===== src/inc/hcog_pkg.sv =====
package hcog_pkg;

  localparam int unsigned CLK_FREQ_HZ        = 250_000_000;
  // Carrier period in nanoseconds and the resulting count of clock cycles.
  localparam int unsigned CARRIER_PERIOD_NS  = 50_000;
  localparam int unsigned CARRIER_CYCLES     = CARRIER_PERIOD_NS / 4;
  localparam int unsigned HALF_CARRIER       = CARRIER_CYCLES / 2;
  // Dead time in nanoseconds; a least time, so the cycle count rounds up.
  localparam int unsigned DEAD_TIME_NS       = 2_000;
  localparam int unsigned DEAD_CYCLES        = (DEAD_TIME_NS + 3) / 4;
  // Raw speed-timer period constant, unused; the free-running timer is SPEED_W bits and wraps at 0x20000000.
  localparam logic [31:0] SPEED_PERIOD       = 32'h1000_0000;
  localparam int unsigned SPEED_W            = 29;
  localparam logic [2:0]  HALL_RESET         = 3'h0;
  localparam logic [2:0]  SECTOR_RESET       = 3'h0;
  localparam logic [5:0]  PATTERN_OFF        = 6'h00;

  typedef enum logic [1:0]
  {
    HCOG_RUN     = 2'b00,
    HCOG_TRIPPED = 2'b01,
    HCOG_IDLE    = 2'b10
  } hcog_guard_e;

  // Maps a hall code to a 60-degree sector; 7 marks an illegal code.
  function automatic logic [2:0] hcog_sector(input logic [2:0] hall);
    case (hall)
      3'h1:    hcog_sector = 3'h0;
      3'h3:    hcog_sector = 3'h1;
      3'h2:    hcog_sector = 3'h2;
      3'h6:    hcog_sector = 3'h3;
      3'h4:    hcog_sector = 3'h4;
      3'h5:    hcog_sector = 3'h5;
      default: hcog_sector = 3'h7;
    endcase
  endfunction

endpackage


===== src/verilog/hcog_phase_pwm.sv =====
`timescale 1ns/100ps
`default_nettype none
// One complementary phase leg with dead time between its two switches.
module hcog_phase_pwm
  import hcog_pkg::*;
#(
  parameter int unsigned CNT_W = 14
)
(
  input  wire logic             clk,
  input  wire logic             resetn,
  input  wire logic             clk_en,
  input  wire logic [CNT_W-1:0] carrier,
  input  wire logic [CNT_W-1:0] duty,
  input  wire logic             hi_enable,
  input  wire logic             lo_enable,
  output logic                  hi_drive,
  output logic                  lo_drive
);

  logic             want_hi;
  logic             raw_hi_q;
  logic             raw_hi_d;
  logic [CNT_W-1:0] dead_q;
  logic [CNT_W-1:0] dead_d;
  logic             hi_d;
  logic             lo_d;

  always_comb
  begin
    want_hi  = (carrier < duty);
    raw_hi_d = raw_hi_q;
    dead_d   = dead_q;
    hi_d     = 1'b0;
    lo_d     = 1'b0;
    if (want_hi != raw_hi_q)
    begin
      raw_hi_d = want_hi;
      dead_d   = CNT_W'(DEAD_CYCLES);
    end
    else if (dead_q != '0)
    begin
      dead_d = dead_q - 1'b1;
    end
    else
    begin
      hi_d = raw_hi_q & hi_enable;
      lo_d = ~raw_hi_q & lo_enable;
    end
  end

  always_ff @(posedge clk or negedge resetn)
  begin
    if (!resetn)
    begin
      raw_hi_q <= 1'b0;
      dead_q   <= '0;
      hi_drive <= 1'b0;
      lo_drive <= 1'b0;
    end
    else if (clk_en)
    begin
      raw_hi_q <= raw_hi_d;
      dead_q   <= dead_d;
      hi_drive <= hi_d;
      lo_drive <= lo_d;
    end
  end

endmodule // hcog_phase_pwm
`default_nettype wire


===== src/verilog/hcog_guard.sv =====
`timescale 1ns/100ps
`default_nettype none
// Summary of operation
// - An overcurrent trip turns every PWM output pin to high impedance.
// - The trip is a low level on the overcurrent input, sampled on the clock.
// - Both rising and falling hall edges raise an event.
// - Each hall edge updates the position, captures a speed sample and changes the conduction pattern.
// - A free-running periodic speed timer with a raw period of 0x20000000 (2**SPEED_W) gives the speed time base.
// - Position resolves into six sectors of 60 electrical degrees.
// - Each phase is a complementary PWM pair with dead time between switch changes.
// - The PWM carrier period is 50 microseconds.
module hcog_guard
  import hcog_pkg::*;
#(
  parameter int unsigned CNT_W = 14
)
(
  input  wire logic               clk,
  input  wire logic               resetn,
  input  wire logic               clk_en,
  input  wire logic [2:0]         hall_edge_irq_input,
  input  wire logic               overcurrent_trip_input,
  input  wire logic               rearm,
  input  wire logic               run_enable,
  input  wire logic [CNT_W-1:0]   duty,
  output logic [2:0]              pwm_hi_out,
  output logic [2:0]              pwm_hi_oe,
  output logic [2:0]              pwm_lo_out,
  output logic [2:0]              pwm_lo_oe,
  output logic                    hall_event,
  output logic [2:0]              rotor_sector,
  output logic                    sector_valid,
  output logic [SPEED_W-1:0]      speed_sample,
  output logic                    speed_valid,
  output logic                    trip_event,
  output logic                    tripped
);

  initial
  begin
    if (CNT_W < 14 || CNT_W > 31)
      $error("hcog_guard: CNT_W must hold the carrier count.");
  end

  hcog_guard_e      state_q;
  hcog_guard_e      state_d;
  logic [2:0]       hall_q;
  logic [2:0]       sector_d;
  logic [5:0]       pattern_q;
  logic [5:0]       pattern_d;
  logic [CNT_W-1:0] carrier_q;
  logic [CNT_W-1:0] carrier_d;
  logic [SPEED_W-1:0] timer_q;
  logic [SPEED_W-1:0] timer_d;
  logic [SPEED_W-1:0] last_q;
  logic [SPEED_W-1:0] last_d;
  logic             edge_seen;
  logic             trip_now;
  logic [2:0]       leg_hi;
  logic [2:0]       leg_lo;
  logic [2:0]       hi_oe_d;
  logic [2:0]       lo_oe_d;
  logic [SPEED_W-1:0] sample_d;

  // Pattern bits: [5:3] high-side enables, [2:0] low-side enables, phase U at bit 0.
  function automatic logic [5:0] hcog_pattern(input logic [2:0] sector);
    case (sector)
      3'h0:    hcog_pattern = 6'h0A;
      3'h1:    hcog_pattern = 6'h0C;
      3'h2:    hcog_pattern = 6'h14;
      3'h3:    hcog_pattern = 6'h11;
      3'h4:    hcog_pattern = 6'h21;
      3'h5:    hcog_pattern = 6'h22;
      default: hcog_pattern = PATTERN_OFF;
    endcase
  endfunction

  always_comb
  begin
    edge_seen = (hall_edge_irq_input != hall_q);
    trip_now  = ~overcurrent_trip_input;
    sector_d  = hcog_sector(hall_edge_irq_input);
    // Carrier wraps every 50 us.
    carrier_d = (carrier_q == CNT_W'(CARRIER_CYCLES - 1)) ? '0 : carrier_q + 1'b1;
    // Timer wraps at 2**SPEED_W counts, free of any hall activity.
    timer_d   = timer_q + 1'b1;
    last_d    = last_q;
    sample_d  = speed_sample;
    pattern_d = pattern_q;
    state_d   = state_q;
    if (edge_seen)
    begin
      sample_d  = timer_q - last_q;
      last_d    = timer_q;
      pattern_d = hcog_pattern(sector_d);
    end
    unique case (state_q)
      HCOG_IDLE:
      begin
        if (trip_now)
          state_d = HCOG_TRIPPED;
        else if (run_enable)
          state_d = HCOG_RUN;
      end
      HCOG_RUN:
      begin
        if (trip_now)
          state_d = HCOG_TRIPPED;
        else if (!run_enable)
          state_d = HCOG_IDLE;
      end
      HCOG_TRIPPED:
      begin
        // Trip input high alone does not release; a re-arm is required.
        if (rearm && !trip_now)
          state_d = HCOG_IDLE;
      end
      default:
        state_d = HCOG_TRIPPED;
    endcase
    // Gate enables follow the next guard state (state_d), so they change in the same cycle as tripped.
    hi_oe_d = (state_d == HCOG_TRIPPED) ? 3'h0 : 3'h7;
    lo_oe_d = (state_d == HCOG_TRIPPED) ? 3'h0 : 3'h7;
  end

  genvar g;
  generate
    for (g = 0; g < 3; g++)
    begin : g_leg
      hcog_phase_pwm #(
        .CNT_W (CNT_W)
      ) u_leg (
        .clk       (clk),
        .resetn    (resetn),
        .clk_en    (clk_en),
        .carrier   (carrier_q),
        .duty      (duty),
        .hi_enable (pattern_q[g+3] && state_q == HCOG_RUN),
        .lo_enable (pattern_q[g] && state_q == HCOG_RUN),
        .hi_drive  (leg_hi[g]),
        .lo_drive  (leg_lo[g])
      );
    end
  endgenerate

  always_ff @(posedge clk or negedge resetn)
  begin
    if (!resetn)
    begin
      state_q      <= HCOG_IDLE;
      hall_q       <= HALL_RESET;
      pattern_q    <= PATTERN_OFF;
      carrier_q    <= '0;
      timer_q      <= '0;
      last_q       <= '0;
      pwm_hi_out   <= 3'h0;
      pwm_lo_out   <= 3'h0;
      pwm_hi_oe    <= 3'h0;
      pwm_lo_oe    <= 3'h0;
      hall_event   <= 1'b0;
      rotor_sector <= SECTOR_RESET;
      sector_valid <= 1'b0;
      speed_sample <= '0;
      speed_valid  <= 1'b0;
      trip_event   <= 1'b0;
      tripped      <= 1'b0;
    end
    else if (clk_en)
    begin
      state_q      <= state_d;
      hall_q       <= hall_edge_irq_input;
      pattern_q    <= pattern_d;
      carrier_q    <= carrier_d;
      timer_q      <= timer_d;
      last_q       <= last_d;
      pwm_hi_out   <= leg_hi;
      pwm_lo_out   <= leg_lo;
      pwm_hi_oe    <= hi_oe_d;
      pwm_lo_oe    <= lo_oe_d;
      hall_event   <= edge_seen;
      if (edge_seen)
      begin
        rotor_sector <= sector_d;
        sector_valid <= (sector_d != 3'h7);
      end
      speed_sample <= sample_d;
      speed_valid  <= edge_seen;
      trip_event   <= (state_d == HCOG_TRIPPED) && (state_q != HCOG_TRIPPED);
      tripped      <= (state_d == HCOG_TRIPPED);
    end
  end

endmodule // hcog_guard
`default_nettype wire


===== config.mk =====
export PLATFORM = sky130hd
export DESIGN_NAME = hcog_guard
export DESIGN_NICKNAME = d
export VERILOG_FILES = /design/src/inc/hcog_pkg.sv /design/src/verilog/hcog_phase_pwm.sv /design/src/verilog/hcog_guard.sv
export SDC_FILE = /design/constraint.sdc
export NUM_CORES = 1
export LEC_CHECK = 0
export BUFFER_PORTS_ARGS = -buffer_cell sky130_fd_sc_hd__buf_2
export CORE_UTILIZATION = 55
export DETAILED_ROUTE_END_ITERATION = 8
export GPL_TIMING_DRIVEN = 0
export PLACE_DENSITY = 0.74
export RECOVER_POWER = 25
export SLEW_MARGIN = 20
export SYNTH_ARGS = -nofsm -noshare
export SYNTH_HDL_FRONTEND = slang
export SYNTH_HIERARCHICAL = 1
export SYNTH_SLANG_ARGS = --single-unit

===== constraint.sdc =====
create_clock -name clk -period 4.4 [get_ports clk]
set_clock_uncertainty 0.1 [all_clocks]
set_input_delay 0.44 -clock clk [delete_from_list [all_inputs] [get_ports clk]]
set_output_delay 0.44 -clock clk [all_outputs]
set_load 0.05 [all_outputs]

# ---- After elaboration in Yosys (flattened, before gate mapping)
# Cells that the tools add are included.
dict set report totals {
  word_cells 115
  reg_bits 179
  input_bits 23
  out_inout_bits 49
}
dict set report op_classes {
  n_eq_ne 21
  muxes 28
  n_addsub 6
  magnitude_cmp 1
  bitwise 9
  n_reduce_logical 23
}
# op count
set ops {}
lappend ops {{$mux 14} 7}
lappend ops {{$reduce_bool 14->1} 3}
lappend ops {{$sub 14x1->14 const B} 3}
lappend ops {{$pmux 6 s6} 1}
lappend ops {{$add 29x1->29 const B} 1}
lappend ops {{$sub 29x29->29} 1}
lappend ops {{$pmux 3 s6} 1}
lappend ops {{$eq 3x3->1 const B} 5}
lappend ops {{$add 14x1->14 const B} 1}
lappend ops {{$eq 14x14->1 const B} 1}
lappend ops {{$lt 14x14->1} 1}
lappend ops {{$reduce_and 2->1} 7}
lappend ops {{$eq 3x2->1 const B} 4}
lappend ops {{$mux 1} 12}
lappend ops {{$mux 2} 5}
lappend ops {{$logic_and 1x1->1} 8}
lappend ops {{$and 1x1->1} 6}
lappend ops {{$eq 3x1->1 const B} 2}
lappend ops {{$pmux 2 s3} 1}
lappend ops {{$reduce_bool 2->1} 3}
lappend ops {{$eq 2x1->1 const B} 2}
lappend ops {{$logic_not 3->1} 1}
lappend ops {{$mux 3} 1}
lappend ops {{$ne 1x1->1} 3}
lappend ops {{other kinds (6)} 8}

# ---- Depth between registers and ports, before layout
dict set report logic_depth {
  word_depth 5
  mapped_depth 10
  ltp_nobuf 10
}

# ---- By module
# Netlist, hierarchy kept.
# mod seq_area_each_um2 area_each_um2 n_inst cells_per_inst
set by_module_without_submodules {}
lappend by_module_without_submodules {hcog_guard 3154.3 6915.4 1 739}
lappend by_module_without_submodules {hcog_phase_pwm 425.4 1213.7 3 131}

# ---- Least setup slack after synthesis
# Ideal clock, no wire load.
dict set report synth_timing {
  path_type {register -> register}
  from {register timer_q[0]}
  to {register speed_sample[26]}
  n_path_buf 0
  required_time_ns 4.204
  arrival_ns 2.381
  stages_incl_launch_ff 11
  path_slack_ns 1.824
  setup_time_ns 0.096
  synth_period_minus_slack_ns 2.576
  path_cell_list {dfrtp_1 > inv_1 > ha_1 > inv_1 > fa_1 > a21o_1 > a221oi_2 > o211ai_1 > a31o_1 > o21a_1 > o31ai_1}
}
dict set report synth_via {
  elab_chain_len 1
}
# item line
set synth_rtl {}
lappend synth_rtl {{start: declaration} hcog_guard.sv:53} ;# logic [SPEED_W-1:0] timer_q;
lappend synth_rtl {{start signal: assignment} hcog_guard.sv:174} ;# timer_q <= timer_d;
lappend synth_rtl {{$sub 29x29->29} hcog_guard.sv:93} ;# sample_d = timer_q - last_q;
lappend synth_rtl {{end signal: assignment} hcog_guard.sv:186} ;# speed_sample <= sample_d;
lappend synth_rtl {{end: declaration} hcog_guard.sv:33} ;# output logic [SPEED_W-1:0] speed_sample,
# No other way between the ends.
# A chain may end at the register's enable or synchronous reset.

# ---- Worst setup path after layout
# Ends and elaborated chain as after synthesis.

==> impl_metrics.tcl <==
set metrics [dict create \
    start_util_pct 56.2 \
    die_h_um 141 \
    placed_area_um2 11300 \
    hold_path_end "state_q[0]" \
    cts_tree "yes" \
    p_total_w 0.00664 \
    grt_start_max_net_pins 80 \
    synth_area_um2 10600 \
    ys.flop_type "dfrtp_1" \
    maxSlewViolCount 0 \
    post-route-min-period_ns 3.15 \
    clk_latency_ns 0.43 \
    maxCapViolCount 0 \
    cp_slowest_cell "a221oi_2" \
    synth_edf_count 0 \
    path_buf_inv 2 \
    synth_top_area_share_pct 41.7 \
    die_x_um 141 \
    min_from "overcurrent_trip_input" \
    hold_viol_final 0 \
    tns_ns 0 \
    netlist_instances 1132 \
    power_density_nw_per_um2 560 \
    ioPinCount 72 \
    ys_ff_latch 177 \
    routed_wl_um 24100 \
    hpwl_um 17900 \
    grt_pass1_wl_um 41000 \
    synth.distinct_cells 77 \
    via_count 8477 \
    critPathTopFamily "compound AO/OA/AOI/OAI gates" \
    hold_class "input port to register" \
    ir_worst_vdd_uv 341 \
    timing.slew.headroom_pct 10.6 \
    final_nets 1322 \
    numCtsBuffers 17 \
    synth_nets 1231 \
    grt.total_usage_pct 26.3 \
    yosys.area.top_type "dfrtp_1" \
    start_kind "register" \
    outcome "completed" \
    cpPeakStageDelay_ns 0.46 \
    drc 0 \
    cts-root-buf "clkbuf_16" \
    gp_congestion 0.914 \
    critPathRequiredTime_ns 4.63 \
    reg2reg_depth 10 \
    drtIter0Drc 366 \
    post_drt_wl_per_cell_um 16.4 \
    p_leak_nw 5.79 \
    fin_crit_sh_pct 71.7 \
    dieArea_um2 19800 \
    viasPerCell 5.77 \
    ant_nets 0 \
    first_global_vias 8277 \
    drt-pass1-iter-count 5 \
    r2r-end "speed_sample[26]" \
    stdcell_area_um2 11900 \
    worst-slew-pin-transition_ns 1.34 \
    drive_gt1_share_pct 13.9 \
    hold_ws_ns 0.146 \
    cts_resized 0 \
    coreArea_um2 18800 \
    worstSetupPathType "register to register" \
    rrSetupSlack_ns 1.25 \
    synth_area_leaders "dfrtp_1, ha_1, nand2_1, xnor2_1, o21ai_0" \
    synth_warnings 6 \
    clock.fmax_ghz 0.317 \
    r2r_start "timer_q[0]" \
    area_growth_pct 12.4 \
    clk_pin_slew_worst_paths_ns 0.07 \
    postCtsHoldBufs 1 \
    crit_path_cell_trace "inv_1 -> ha_1 -> inv_1 -> fa_1 -> a21o_1 -> a221oi_2 -> o211ai_1 -> a31o_1 -> o21a_1 -> o31ai_1" \
    antenna_found_initial 1 \
    cts_sinks 177 \
    end_kind "register" \
    rsz0062_at_grt "false" \
    crit_fanout 5 \
    post-cts-setup-buffers 0 \
    finalCoreUtilization_pct 63.2 \
    port_buffers 69 \
    finalSetupViolations 0 \
    synth-seq-area-share_pct 42.0 \
    min_path_cells 2 \
    syn_avg_cell_area_um2 9.33 \
    async_reset_ff_share_pct 100 \
    clockBufferDepth 2 \
    cts-htree-levels 4 \
    grt-ovfl-total 0 \
    rows 50 \
    cpMostUsedCell "inv_1" \
    crit_arrival_ns 3.38 \
]
kinds of logic (layout without fill, tap and decap cells):
family	Yosys count	after routing	synth area share, %
AOI/OAI and AO/OA	244	244	14.7
other	0	1	0
adders and majority gates	76	76	9.08
buffers and inverters	136	238	5.57
muxes	23	23	2.36
and+or+nand+nor	392	392	19.3
xor gates and xnor gates	84	84	6.97
DFF	177	177	42.0
stage by stage:
step                      std cells  worst slack [ns]
after floorplan                1132              1.82
after global placement         1435          -0.00436
after detailed placement       1437              1.33
after CTS                      1468              1.29
after global routing           1469              1.08
final                          1469              1.25
synth_stat cells (all sizes together) (8+ instances only):
master  count
dfrtp     176
and2       13
ha         75
o31ai       8
mux2       15
nand2     159
a21o       16
a21oi      57
mux2i       8
nor2       54
xor2       27
inv        98
nor4       14
nand2b     14
nand4      26
o22ai      11
buf        17
nor3       22
or3        16
xnor2      57
o211ai     11
clkbuf     21
o21ai      85
and3       22
nand3      23
worst max path at each step:
stage	startpoint	to	slack, ns	cells after the start
5_1_grt	timer_q[0]	speed_sample[26]	1.08	10
3_5_place_dp	timer_q[0]	speed_sample[26]	1.33	10
2_1_floorplan	timer_q[0]	speed_sample[26]	1.82	10
6_report	timer_q[0]	speed_sample[26]	1.25	10
3_3_place_gp	resetn	last_q[13]	-0.004	1
4_1_cts	timer_q[0]	speed_sample[26]	1.29	10
metal layers:
layer	track usage (%)	vias up	share of wire (%)
met1	34.2	4123	45
met2	44.2	169	49
met4	9.73	0	2.2
met5	0	-	0
li1	-	4147	-
met3	4.27	38	3.9
layout make-up:
class	instances	area, um^2
fillers	1617	6900
well taps	234	293
diodes	1	2.50
plain buffers	38	220
inverters	98	368
clock buffers	21	470
multi-input cells	819	5540
repair buffers	72	409
flip-flops and latches	177	4430
clock inverters	9	133
registers in the layout, summed over array words and instances (netlist names), 6 cells and up:
name,cells
carrier_q,14
timer_q,29
speed_sample,29
pattern_q,6
last_q,29
g_leg.u_leg/dead_q,42
report_power, final:
group	internal [W]	leakage (nW)	total (W)	switching [W]
Combinational	0.00101	3.29	0.00276	0.00176
Clock	0.000933	0.291	0.00157	0.000633
Sequential	0.00199	2.21	0.00231	0.000321
worst register-to-register path, stage by stage, from the launching register on:
cell and delay [ns]:
dfrtp_1 0.43, inv_1 0.10, ha_1 0.17, inv_1 0.06
fa_1 0.40, a21o_1 0.22, a221oi_2 0.46, o211ai_1 0.36
a31o_1 0.34, o21a_1 0.17, o31ai_1 0.24
cells in the final DEF (no fill, tap or decap), drive strengths merged, types with 11 or more instances in the layout:
cell type  count
a21o          16
a21oi         57
and2          13
and3          22
buf           87
clkbuf        43
dfrtp        176
ha            75
inv           98
mux2          15
nand2        159
nand2b        14
nand3         23
nand4         26
nor2          54
nor3          22
nor4          14
o211ai        11
o21ai         85
o22ai         11
or3           16
xnor2         57
xor2          27
No activity file was read; power rests on OpenSTA's default activity.
